--- config.mk ---
export PLATFORM = sky130hd
export DESIGN_NAME = alu_condition_flags
export DESIGN_NICKNAME = d
export VERILOG_FILES = /design/src/verilog/alu_flags_pkg.sv /design/src/verilog/flag_calc_if.sv /design/src/verilog/alu_flag_calc.sv /design/src/verilog/alu_condition_flags.sv
export SDC_FILE = /design/constraint.sdc
export NUM_CORES = 1
export LEC_CHECK = 0
export BUFFER_PORTS_ARGS = -buffer_cell sky130_fd_sc_hd__buf_4
export CAP_MARGIN = 20
export CORE_MARGIN = 2
export CORE_UTILIZATION = 45
export CTS_CLUSTER_DIAMETER = 50
export DETAILED_ROUTE_END_ITERATION = 8
export GPL_TIMING_DRIVEN = 0
export HOLD_SLACK_MARGIN = 0.12
export MAX_ROUTING_LAYER = met4
export PLACE_DENSITY = 0.71
export SYNTH_ARGS = -nofsm -noshare
export SYNTH_HDL_FRONTEND = slang
export SYNTH_SLANG_ARGS = --single-unit
export TNS_END_PERCENT = 100
--- constraint.sdc ---
create_clock -name core_clk -period 3.5 [get_ports core_clk]
set_input_delay 0.35 -clock core_clk [delete_from_list [all_inputs] [get_ports core_clk]]
set_output_delay 0.35 -clock core_clk [all_outputs]
set_load 0.005 [all_outputs]
--- src/verilog/alu_flags_pkg.sv ---
`default_nettype none
package alu_flags_pkg;
    localparam int DATA_W = 8;
    localparam int FLAG_W = 5;
    localparam int ADDR_W = 12;
    localparam int NEG_BIT = 4;
    localparam int OVF_BIT = 3;
    localparam int ZERO_BIT = 2;
    localparam int NIB_BIT = 1;
    localparam int CARRY_BIT = 0;
    localparam logic [FLAG_W-1:0] FLAGS_RESET = 5'h00;
    localparam logic [FLAG_W-1:0] MASK_ALL = 5'h1F;
    localparam logic [FLAG_W-1:0] MASK_ZN = 5'h14;
    localparam logic [FLAG_W-1:0] MASK_Z = 5'h04;
    localparam logic [FLAG_W-1:0] MASK_CZN = 5'h15;
    localparam logic [FLAG_W-1:0] MASK_NONE = 5'h00;
    localparam logic [ADDR_W-1:0] OFF_FLAGS = 12'h000;
    localparam logic [ADDR_W-1:0] OFF_RESULT = 12'h004;
    localparam logic [ADDR_W-1:0] OFF_CTRL = 12'h008;
    localparam logic [ADDR_W-1:0] OFF_COUNT = 12'h00C;
    localparam int CTRL_UPD_BIT = 0;
    localparam logic [1:0] CTRL_RESET = 2'h1;
    localparam int COUNT_W = 16;
    typedef enum logic [4:0] {
        OP_ADD, OP_ADDC, OP_SUB, OP_SUBLIT, OP_INC, OP_DEC,
        OP_AND, OP_OR, OP_XOR, OP_MOVF, OP_CLR, OP_RLC, OP_RRC,
        OP_SWAP, OP_BCLR, OP_BSET, OP_FILE_TO_FILE_MOVE_INSTR, OP_ACCUM_TO_FILE_MOVE_INSTR, OP_PTR
    } aluop_e;
endpackage
`default_nettype wire

--- src/verilog/flag_calc_if.sv ---
`default_nettype none
interface flag_calc_if;
    import alu_flags_pkg::*;
    aluop_e op;
    logic [DATA_W-1:0] opA;
    logic [DATA_W-1:0] opB;
    logic carryIn;
    logic [2:0] bitSel;
    logic [DATA_W-1:0] result;
    logic [FLAG_W-1:0] flagsNew;
    logic [FLAG_W-1:0] affect;
    modport calc (input op, opA, opB, carryIn, bitSel, output result, flagsNew, affect);
    modport user (output op, opA, opB, carryIn, bitSel, input result, flagsNew, affect);
endinterface
`default_nettype wire

--- src/verilog/alu_flag_calc.sv ---
`default_nettype none
module alu_flag_calc
    import alu_flags_pkg::*;
(
    flag_calc_if.calc fc
);
    logic [DATA_W-1:0] addY;
    logic addC;
    logic [DATA_W:0] sum;
    logic [4:0] lowSum;
    logic [DATA_W-1:0] res;
    logic cOut;

    always_comb begin
        addY = '0;
        addC = 1'b0;
        case (fc.op)
            OP_ADD: addY = fc.opA;
            OP_ADDC: begin
                addY = fc.opA;
                addC = fc.carryIn;
            end
            // subtract by adding the complement plus one; carry then means no borrow
            OP_SUB, OP_SUBLIT: begin
                addY = ~fc.opA; // [RQ10]
                addC = 1'b1; // [RQ10]
            end
            OP_INC: addC = 1'b1;
            OP_DEC: addY = 8'hFF;
            default: addY = '0;
        endcase
        sum = {1'b0, fc.opB} + {1'b0, addY} + {8'h00, addC};
        lowSum = {1'b0, fc.opB[3:0]} + {1'b0, addY[3:0]} + {4'h0, addC};
    end

    always_comb begin
        res = sum[DATA_W-1:0];
        cOut = sum[DATA_W]; // [RQ9]
        fc.affect = MASK_ALL;
        case (fc.op)
            OP_ADD, OP_ADDC, OP_SUB, OP_SUBLIT, OP_INC, OP_DEC: fc.affect = MASK_ALL;
            OP_AND: begin
                res = fc.opA & fc.opB;
                fc.affect = MASK_ZN;
            end
            OP_OR: begin
                res = fc.opA | fc.opB;
                fc.affect = MASK_ZN;
            end
            OP_XOR: begin
                res = fc.opA ^ fc.opB;
                fc.affect = MASK_ZN;
            end
            OP_MOVF: begin
                res = fc.opB;
                fc.affect = MASK_ZN;
            end
            OP_CLR: begin
                res = '0;
                fc.affect = MASK_Z; // [RQ2]
            end
            OP_RLC: begin
                res = {fc.opB[6:0], fc.carryIn};
                cOut = fc.opB[7]; // [RQ11]
                fc.affect = MASK_CZN;
            end
            OP_RRC: begin
                res = {fc.carryIn, fc.opB[7:1]};
                cOut = fc.opB[0]; // [RQ11]
                fc.affect = MASK_CZN;
            end
            OP_SWAP: begin
                res = {fc.opB[3:0], fc.opB[7:4]};
                fc.affect = MASK_NONE;
            end
            OP_BCLR: begin
                res = fc.opB & ~(8'h01 << fc.bitSel);
                fc.affect = MASK_NONE;
            end
            OP_BSET: begin
                res = fc.opB | (8'h01 << fc.bitSel);
                fc.affect = MASK_NONE;
            end
            OP_FILE_TO_FILE_MOVE_INSTR: begin
                res = fc.opB;
                fc.affect = MASK_NONE;
            end
            OP_ACCUM_TO_FILE_MOVE_INSTR: begin
                res = fc.opA;
                fc.affect = MASK_NONE;
            end
            // pointer step: value passes, flags untouched
            OP_PTR: begin
                res = fc.opB;
                fc.affect = MASK_NONE; // [RQ13]
            end
            default: fc.affect = MASK_NONE;
        endcase
        fc.result = res;
        fc.flagsNew[NEG_BIT] = res[DATA_W-1]; // [RQ5]
        fc.flagsNew[OVF_BIT] = (fc.opB[7] == addY[7]) && (res[7] != fc.opB[7]); // [RQ6]
        fc.flagsNew[ZERO_BIT] = (res == '0); // [RQ7]
        fc.flagsNew[NIB_BIT] = lowSum[4]; // [RQ8]
        fc.flagsNew[CARRY_BIT] = cOut; // [RQ9]
    end
endmodule
`default_nettype wire

--- src/verilog/alu_condition_flags.sv ---
// Summary of operation
// [RQ1] an instruction that alters any arithmetic flag with the flag register as destination drops its result and only updates flags
// [RQ2] clearing the flag register sets zero and leaves the other flags as they were
// [RQ3] software should alter the flag register only with bit clear, bit set, nibble swap or move instructions
// [RQ4] negative is bit 4, overflow bit 3, zero bit 2, nibble carry bit 1, carry bit 0, bits 7-5 read zero
// [RQ5] negative follows the most significant bit of the result
// [RQ6] overflow is set when a signed operation wrongly flips the sign bit 7
// [RQ7] zero is set when the result is zero and cleared otherwise
// [RQ8] for add and subtract, nibble carry is the carry out of bit 3
// [RQ9] for add and subtract, carry is the carry out of bit 7
// [RQ10] subtraction adds the two's complement, so carry and nibble carry mean no borrow
// [RQ11] rotate through carry loads carry with the bit shifted out of the source
// [RQ12] the flag register is an ordinary operand, readable and writable
// [RQ13] pointer adjust side effects leave every flag untouched
// [RQ14] flags register on the core clock when an instruction completes; unaffected flags hold
//
// The address map and the APB slave port were decided locally.
`default_nettype none
module alu_condition_flags
    import alu_flags_pkg::*;
(
    input wire logic core_clk,
    input wire logic rst,
    input wire logic psel,
    input wire logic penable,
    input wire logic pwrite,
    input wire logic [ADDR_W-1:0] paddr,
    input wire logic [31:0] pwdata,
    output logic [31:0] prdata,
    output logic pready,
    output logic pslverr,
    input wire logic opValid,
    input wire aluop_e opCode,
    input wire logic [DATA_W-1:0] accumIn,
    input wire logic [DATA_W-1:0] fileIn,
    input wire logic [2:0] bitSel,
    input wire logic destIsFlags,
    output logic resultValid_q,
    output logic [DATA_W-1:0] resultData_q,
    output logic resultWrite_q,
    output logic [DATA_W-1:0] flagsOut_q
);
    flag_calc_if fc();

    logic [FLAG_W-1:0] flags_q;
    logic [FLAG_W-1:0] flags_d;
    logic [1:0] ctrl_q;
    logic [FLAG_W-1:0] lastAffect_q;
    logic [COUNT_W-1:0] opCount_q;
    logic apbAccess;
    logic apbWrite;
    logic apbRead;
    logic hitFlags;
    logic hitResult;
    logic hitCtrl;
    logic hitCount;
    logic mapped;
    logic flagsUpd;
    logic [DATA_W-1:0] readData;

    // merge: bits named by mask take new, others keep old
    function automatic logic [FLAG_W-1:0] mergeFlags(
        input logic [FLAG_W-1:0] oldF,
        input logic [FLAG_W-1:0] newF,
        input logic [FLAG_W-1:0] mask
    );
        mergeFlags = (oldF & ~mask) | (newF & mask);
    endfunction

    // upper bits of the flag byte are not implemented
    function automatic logic [DATA_W-1:0] flagByte(input logic [FLAG_W-1:0] f);
        flagByte = {3'b000, f}; // [RQ4]
    endfunction

    // flag register read as an operand when it is the destination
    assign fc.op = opCode;
    assign fc.opA = accumIn;
    assign fc.opB = destIsFlags ? flagByte(flags_q) : fileIn; // [RQ12]
    assign fc.carryIn = flags_q[CARRY_BIT];
    assign fc.bitSel = bitSel;

    alu_flag_calc calc (
        .fc(fc)
    );

    assign apbAccess = psel && penable && pready;
    assign apbWrite = apbAccess && pwrite;
    assign apbRead = psel && penable && !pready && !pwrite;
    assign hitFlags = (paddr == OFF_FLAGS);
    assign hitResult = (paddr == OFF_RESULT);
    assign hitCtrl = (paddr == OFF_CTRL);
    assign hitCount = (paddr == OFF_COUNT);
    assign mapped = hitFlags || hitResult || hitCtrl || hitCount;
    assign flagsUpd = ctrl_q[CTRL_UPD_BIT];

    always_comb begin
        readData = '0;
        if (hitFlags) begin
            readData = flagByte(flags_q); // [RQ4]
        end else if (hitResult) begin
            readData = resultData_q;
        end else if (hitCtrl) begin
            readData = {6'h00, ctrl_q};
        end
    end

    // next flags: software write first, then an instruction overrides
    always_comb begin
        flags_d = flags_q;
        if (apbWrite && hitFlags) begin
            flags_d = pwdata[FLAG_W-1:0]; // [RQ12]
        end
        if (opValid && flagsUpd) begin
            if (destIsFlags && fc.affect != MASK_NONE) begin
                // computed byte is dropped; flags follow the operation
                flags_d = mergeFlags(flags_q, fc.flagsNew, fc.affect); // [RQ1]
            end else if (destIsFlags) begin
                // bit ops, swap and moves store their byte into the flags
                flags_d = fc.result[FLAG_W-1:0]; // [RQ3]
            end else begin
                // unaffected flags hold their old value
                flags_d = mergeFlags(flags_q, fc.flagsNew, fc.affect); // [RQ14]
            end
        end
    end

    // reset value of the flags is undefined in the part; zero chosen here
    always_ff @(posedge core_clk or posedge rst) begin
        if (rst) begin
            flags_q <= FLAGS_RESET;
        end else begin
            flags_q <= flags_d; // [RQ14]
        end
    end

    always_ff @(posedge core_clk or posedge rst) begin
        if (rst) begin
            flagsOut_q <= '0;
        end else begin
            flagsOut_q <= flagByte(flags_d); // [RQ4]
        end
    end

    always_ff @(posedge core_clk or posedge rst) begin
        if (rst) begin
            ctrl_q <= CTRL_RESET;
        end else if (apbWrite && hitCtrl) begin
            ctrl_q <= pwdata[1:0];
        end
    end

    // instruction answer: one cycle after opValid
    always_ff @(posedge core_clk or posedge rst) begin
        if (rst) begin
            resultValid_q <= 1'b0;
            resultData_q <= '0;
            resultWrite_q <= 1'b0;
        end else begin
            resultValid_q <= opValid;
            if (opValid) begin
                resultData_q <= fc.result;
                // flag destination absorbs the byte, so the file is not written
                resultWrite_q <= !destIsFlags; // [RQ1]
            end else begin
                resultWrite_q <= 1'b0;
            end
        end
    end

    always_ff @(posedge core_clk or posedge rst) begin
        if (rst) begin
            lastAffect_q <= MASK_NONE;
            opCount_q <= '0;
        end else if (apbWrite && hitCount) begin
            opCount_q <= '0;
        end else if (opValid && flagsUpd) begin
            lastAffect_q <= fc.affect;
            // counter wraps; software samples it by difference
            opCount_q <= opCount_q + 16'h0001;
        end
    end

    // apb: one wait state, read data latched with pready
    always_ff @(posedge core_clk or posedge rst) begin
        if (rst) begin
            pready <= 1'b0;
            pslverr <= 1'b0;
            prdata <= '0;
        end else begin
            pready <= psel && penable && !pready;
            if (psel && penable && !pready) begin
                pslverr <= !mapped;
                if (apbRead && hitCount) begin
                    prdata <= {{(32-COUNT_W){1'b0}}, opCount_q};
                end else if (apbRead && hitResult) begin
                    prdata <= {19'h00000, lastAffect_q, readData};
                end else if (apbRead) begin
                    prdata <= {24'h000000, readData};
                end else begin
                    prdata <= '0;
                end
            end else begin
                pslverr <= 1'b0;
            end
        end
    end
endmodule
`default_nettype wire

## Word-level counts from Yosys, hierarchy flattened

Cells that the tools add are included.

- Word-level logic and storage cells: 105
- Output and inout bits: 52
- Bits of input ports: 75
- Register bits: 72

- Reductions and logical operators: 34
- Bitwise operators: 12
- Mux-type cells: 20
- Equal/unequal tests: 23
- Shift-type cells: 1
- $add $sub $neg: 5

Operators with widths:

| operator | number |
|---|---|
| $pmux 8 s11 | 1 |
| $mux 16 | 3 |
| $eq 5x4->1 const B | 8 |
| $mux 8 | 4 |
| $eq 12x4->1 const B | 2 |
| $pmux 8 s3 | 1 |
| $eq 5x3->1 const B | 4 |
| $mux 5 | 4 |
| $pmux 5 s4 | 1 |
| $add 16x1->16 const B | 1 |
| $and 8x8->8 | 2 |
| $not 8->8 | 2 |
| $or 8x8->8 | 2 |
| $eq 5x5->1 const B | 3 |
| $logic_and 1x1->1 | 13 |
| $mux 13 | 1 |
| $eq 12x3->1 const B | 1 |
| $logic_not 12->1 | 1 |
| $and 5x5->5 | 2 |
| $eq 5x2->1 const B | 2 |
| $add 8x8->9 | 1 |
| $add 9x1->9 | 1 |
| $logic_not 8->1 | 1 |
| $shl 1x3->8 const A | 1 |
| 22 further kinds | 33 |

## Logic depth before layout (Yosys ltp)

- Word-level depth: 13
- Mapped depth: 16

## Cells and area by module

A second synthesis with hierarchy kept.

- Cell total of the unflattened synthesis: 505
- Area total of the unflattened synthesis: 4556.9 sq um

Modules (own cells, without submodules):

| module | sequential area each (sq um) | area an instance (sq um) | cells each | times used |
|---|---|---|---|---|
| alu_condition_flags | 1402.6 | 2927.8 | 263 | 1 |
| alu_flag_calc | 0.0 | 1629.1 | 242 | 1 |

## Least setup slack after synthesis

Ideal clock, no wire load.

- Path type: input to register
- Start point: input opCode[2]
- End point: register flagsOut_q[0]
- Setup time: 0.131 ns
- Stages on the path: 16
- Path slack: 0.060 ns
- Data arrival time: 3.309 ns
- Cells stage by stage: buf_4 -> buf_2 -> buf_1 -> mux2i_1 -> o22ai_1 -> nand2_1 -> fa_1 -> inv_1 -> fa_1 -> a21o_1 -> a21oi_1 -> o21ai_0 -> a21o_1 -> a211oi_1 -> o311a_1 -> a21oi_1

- Word-level cells in the longest chain between the ends: 11
- Elaborated cells between the ends (all ways): 42

Ends and longest elaborated chain:

| item | line | RTL |
|---|---|---|
| start, declared | alu_condition_flags.sv:33 | `input wire aluop_e opCode,` |
| $eq 5x2->1, or another cell as far along | alu_flag_calc.sv:17, alu_flag_calc.sv:40 |  |
| $reduce_or 2->1 | - |  |
| $pmux 8 s3 | alu_flag_calc.sv:17 | `case (fc.op)` |
| $add 8x8->9 | alu_flag_calc.sv:32 | `sum = {1'b0, fc.opB} + {1'b0, addY} + {8'h00, addC};` |
| $add 9x1->9 | alu_flag_calc.sv:32 |  |
| $pmux 1 s2 | alu_flag_calc.sv:40 | `case (fc.op)` |
| $and 5x5->5 | alu_condition_flags.sv:67 | `mergeFlags = (oldF & ~mask) \| (newF & mask);` |
| $or 5x5->5 | alu_condition_flags.sv:67 |  |
| $mux 5 | alu_condition_flags.sv:117 | `end else if (destIsFlags) begin` |
| $mux 5 (*) | alu_condition_flags.sv:114 | `if (destIsFlags && fc.affect != MASK_NONE) begin` |
| $mux 5 (*) | alu_condition_flags.sv:113 | `if (opValid && flagsUpd) begin` |
| end signal, assigned | alu_condition_flags.sv:140 | `flagsOut_q <= flagByte(flags_d);` |
| end, declared | alu_condition_flags.sv:41 | `output logic [DATA_W-1:0] flagsOut_q` |

Every way passes the cells marked *; elsewhere a longest branch is shown, timed or not.
A chain may end at the register's enable or synchronous reset.

## Worst setup path in the final report

- Start point: input opCode[0]
- End point: register flagsOut_q[2]

- Word-level cells in the longest chain between the ends: 12
- Elaborated cells between the ends (all ways): 42

Ends and longest elaborated chain:

| item | line | RTL |
|---|---|---|
| $eq 5x2->1, or another cell as far along | alu_flag_calc.sv:17, alu_flag_calc.sv:40 |  |
| $reduce_or 2->1 | - |  |
| $pmux 8 s3 | alu_flag_calc.sv:17 |  |
| $add 8x8->9 | alu_flag_calc.sv:32 |  |
| $add 9x1->9 | alu_flag_calc.sv:32 |  |
| $pmux 8 s11 | alu_flag_calc.sv:40 |  |
| $logic_not 8->1 | alu_flag_calc.sv:102 | `fc.flagsNew[ZERO_BIT] = (res == '0);` |
| $and 5x5->5 | alu_condition_flags.sv:67 |  |
| $or 5x5->5 | alu_condition_flags.sv:67 |  |
| $mux 5 | alu_condition_flags.sv:117 |  |
| $mux 5 (*) | alu_condition_flags.sv:114 |  |
| $mux 5 (*) | alu_condition_flags.sv:113 |  |

Marks and branches as above.

==> reports/metrics.csv <==
stage,metric,value,unit
global_routing,Global Route Usage Sum,25.8,%
clock_tree,number of H-tree levels,2,
power,Static Leak,2.57,nW
timing,Max Clock Freq,0.302,GHz
route,starting DRC count in detailed routing,320,
final_layout,"commonest non-fill, non-tap cell in the layout",buf_4,
setup_path,critical path data required time,3.72,ns
final_layout,share of layout cells above drive strength 1,24.3,%
final_layout,design area,0.00534,mm²
logic_synthesis,Cells after Synth,504,
logic_synthesis,async set or reset register ratio after synthesis,100,%
logic_synthesis,"EDFF count, synth",0,
final_layout,NumNets Final,688,
floorplan,Die Ht,103,µm
timing,final max-slew violation count,0,
logic_synthesis,Syn Area/Cell,8.76,µm²
logic_synthesis,mux contribution to synthesized area,9.58,%
power,Design Power,1.39,mW
final_layout,fillers,947,
logic_synthesis,Seq cells post-synth,55,
logic_synthesis,post-synth top area share,30.6,%
floorplan,Initial Util,45.8,%
timing,Max-Slew Margin vs Limit,30.0,%
timing,Worst-Margin Slew,1.05,ns
setup_path,Worst Path Arrival,3.54,ns
route,DRT Pass-1 Iters,5,
global_routing,largest net degree at the start of global routing,43,
setup_path,WP buf/inv,4,
timing,final hold violations,0,
placed_design,GPL Wtd Cong,0.961,
route,DRT met1 WL,6370,µm
final_layout,Layout area overhead,21.0,%
logic_synthesis,Ys Warns,0,
logic_synthesis,Most used DFF post-synth,dfrtp_1,
timing,Tcrit/Tclk final,94.7,%
power,pwr dens,260,mW/mm²
setup_path,CP Depth,14,
route,met2 wire length,5610,µm
logic_synthesis,"area leader, netlist",dfrtp_1,
status,status,finished clean,
floorplan,I/O pins,127,
timing,RSZ-0062 raised after global routing,false,
setup_path,Crit path top cell by count,fa_1,
logic_synthesis,compound-cell area share of the yosys netlist,21.9,%
timing,Setup TNS,0,ns
floorplan,die area,0.0106,mm²
global_routing,global-route wire length before repair,20400,µm
setup_path,Critical R2R Launch,flagsOut_q[0],
placed_design,placed cell area,0.00523,mm²
final_layout,ANT cells,0,
logic_synthesis,Adder-Cell Fraction of Synth Area,3.17,%
setup_path,Crit-path slowest cell,fa_1,
clock_tree,root buf cell,clkbuf_8,
run,Max Cap Viol,0,
clock_tree,CTS buffer count,5,
route,DRT antenna net count,0,
route,DR DRC count,0,
setup_path,Setup CP Type,input pin to register,
logic_synthesis,largest family of logic cells by synthesized area,compound AO/OA/AOI/OAI gates,
route,final WL,13200,µm
hold_path,type of the worst min-delay path,input pin to register,
setup_path,R2R setup slack,0.37,ns
route,WL/cell,17.9,µm
setup_path,Critical Path End Type,register,
timing,Final Worst Setup Slack,0.186,ns
logic_synthesis,post-synthesis sequential area ratio,31.2,%
clock_tree,# Post-CTS Setup Buffers,0,
route,met3 WL post-DR,1000,µm
route,via count,4294,
route,Top Layer Used,met4,
setup_path,FF-to-FF End,flagsOut_q[2],
placed_design,dpl hpwl,10500,µm
floorplan,Core Footprint,0.00964,mm²
setup_path,Worst Setup Start Kind,input pin,
setup_path,CP max stage delay,0.48,ns
setup_path,CP Launch Point,opCode[0],
final_layout,Sequential Area,0.00138,mm²
final_layout,Multi-input gate area,0.00272,mm²
global_routing,number of global-route vias before repair,3893,
setup_path,cell family with most CP delay,compound AO/OA/AOI/OAI gates,
floorplan,Die Width,103,µm
setup_path,Setup crit end,flagsOut_q[2],
logic_synthesis,area of the mapped netlist,0.00442,mm²
clock_tree,Longest Clk Path Bufs,2,
timing,Fin Hold WS,0.194,ns
setup_path,cell chain of the critical path,buf_4 > buf_6 > clkbuf_1 > mux2i_1 > o22ai_1 > nand2_1 > fa_1 > inv_1 > fa_1 > o2bb2ai_1 > a2111oi_4 > and3b_1 > nand4b_1 > o31ai_2,
timing,Setup-failing EPs final,0,
clock_tree,"Clk pin slew, worst setup/hold paths",0.10,ns
logic_synthesis,library cells used by synthesis,76,
power,Max IR drop VDD,152,µV
clock_tree,Clock Sinks,55,
route,DR vias/cell,5.83,
clock_tree,CTS tree,built,
clock_tree,Worst-Skew Late Latency,0.31,ns
logic_synthesis,XOR/XNOR share of the synthesized area,3.57,%
placed_design,Buffers on Ports,75,
logic_synthesis,post-synthesis simple-gate area fraction,21.3,%
timing,fin crit period,3.31,ns
final_layout,most frequent cells in the layout,"buf_4, dfrtp_1, nand2_1",
global_routing,GRT overflow,0,
timing,Worst Clk Skew,0.0111,ns
setup_path,crit-path max FO,10,
setup_path,worst r2r path cells,11,
floorplan,FP Rows,36,
logic_synthesis,largest cells by area after synthesis,"dfrtp_1, mux2i_1, buf_4, nand2_1, nor2_1",
placed_design,Setup WS pre-CTS,-0.673,ns
global_routing,initial antenna violation count,0,
## timing repair
| action | in CTS | in global routing |
|---|---|---|
| resized for setup | 3 | 4 |
| hold endpoints to repair | 12 | 0 |
| hold buffers | 1 | 0 |
| setup endpoints to repair | 6 | 3 |
## sequential cells by signal, summed over array words and instances, names as in the netlist
| name | cells |
|---|---|
| flagsOut_q | 5 |
| pslverr | 1 |
| prdata | 16 |
| resultValid_q | 1 |
| lastAffect_q | 4 |
| opCount_q | 16 |
| pready | 1 |
| ctrl_q | 2 |
| resultWrite_q | 1 |
| resultData_q | 8 |
## synth_stat cells, types with 4 or more instances
cell	n
nor2b_1	6
nand2b_1	6
buf_4	26
a222oi_1	6
xor2_1	11
o211ai_1	7
mux2_2	11
nand3_1	15
nand3b_1	5
o2bb2ai_1	4
nor3_1	6
mux2i_1	22
nand2_1	43
o22ai_1	19
o21ai_0	22
and3_1	4
nand4_1	7
buf_2	5
dfrtp_1	54
o21ai_1	4
nor3b_1	4
a22oi_1	5
clkbuf_1	12
inv_1	26
a21oi_1	20
a31oi_1	11
xnor2_1	7
and2_1	9
o2111ai_1	4
ha_1	8
a22o_1	4
nand4b_1	5
nor2_1	40
## final cells by class
| type | count | share of cell area (%) |
|---|---|---|
| multi-input cells | 393 | 50.9 |
| repair buffers | 77 | 11.1 |
| clock inverters | 2 | 0.234 |
| well taps | 133 | 3.12 |
| flip-flops and latches | 55 | 25.8 |
| clock buffers | 6 | 1.36 |
| inverters | 26 | 1.83 |
| plain buffers | 45 | 5.65 |
## logic make-up after synthesis
kind of cell,count (synthesis)
other cells,1
mux,37
buf+inv,74
compound gates,135
flops,55
simple gates,174
fa+ha+maj,10
xor+xnor,18
## report_power, final
part           internal (mW)  total, mW  switching (mW)  leakage (nW)
clock network          0.141      0.350           0.210        0.0412
registers              0.653      0.670          0.0167         0.748
logic                  0.168      0.371           0.203          1.78
total                  0.962       1.39           0.429          2.57
## worst min path at each step
| stage | startpoint | endpoint | slack [ns] | cells after the start |
|---|---|---|---|---|
| 2_1_floorplan | opValid | resultValid_q | 0.38 | 0 |
| 3_5_place_dp | rst | pslverr | 0.34 | 2 |
| 3_3_place_gp | prdata[4] | prdata[4] | 0.47 | 2 |
| 6_report | opValid | resultValid_q | 0.19 | 1 |
| 4_1_cts | opValid | resultValid_q | 0.19 | 1 |
| 5_1_grt | opValid | resultValid_q | 0.20 | 1 |
## worst reg2reg max path: stages, from the launching register on
cell and delay, ns:
dfrtp_1 0.57, nand2_1 0.10, a22oi_1 0.21, nand2_1 0.10, fa_1 0.42, inv_1 0.09
fa_1 0.42, o2bb2ai_1 0.18, a2111oi_4 0.42, and3b_1 0.25, nand4b_1 0.11, o31ai_2 0.19
## layer usage
| metal | vias to the layer above | track usage, % |
|---|---|---|
| li1 | 2017 | - |
| met1 | 2078 | 38.5 |
| met2 | 183 | 37.3 |
| met3 | 16 | 4.20 |
| met4 | 0 | 4.76 |
| met5 | - | - |
## metrics by stage
stage	std cells	util (%)
global route	737	55.4
CTS	739	55.4
detailed placement	731	54.3
global placement	730	54.1
finish	737	55.4
floorplan	522	-
No activity file was read; power rests on OpenSTA's default activity.
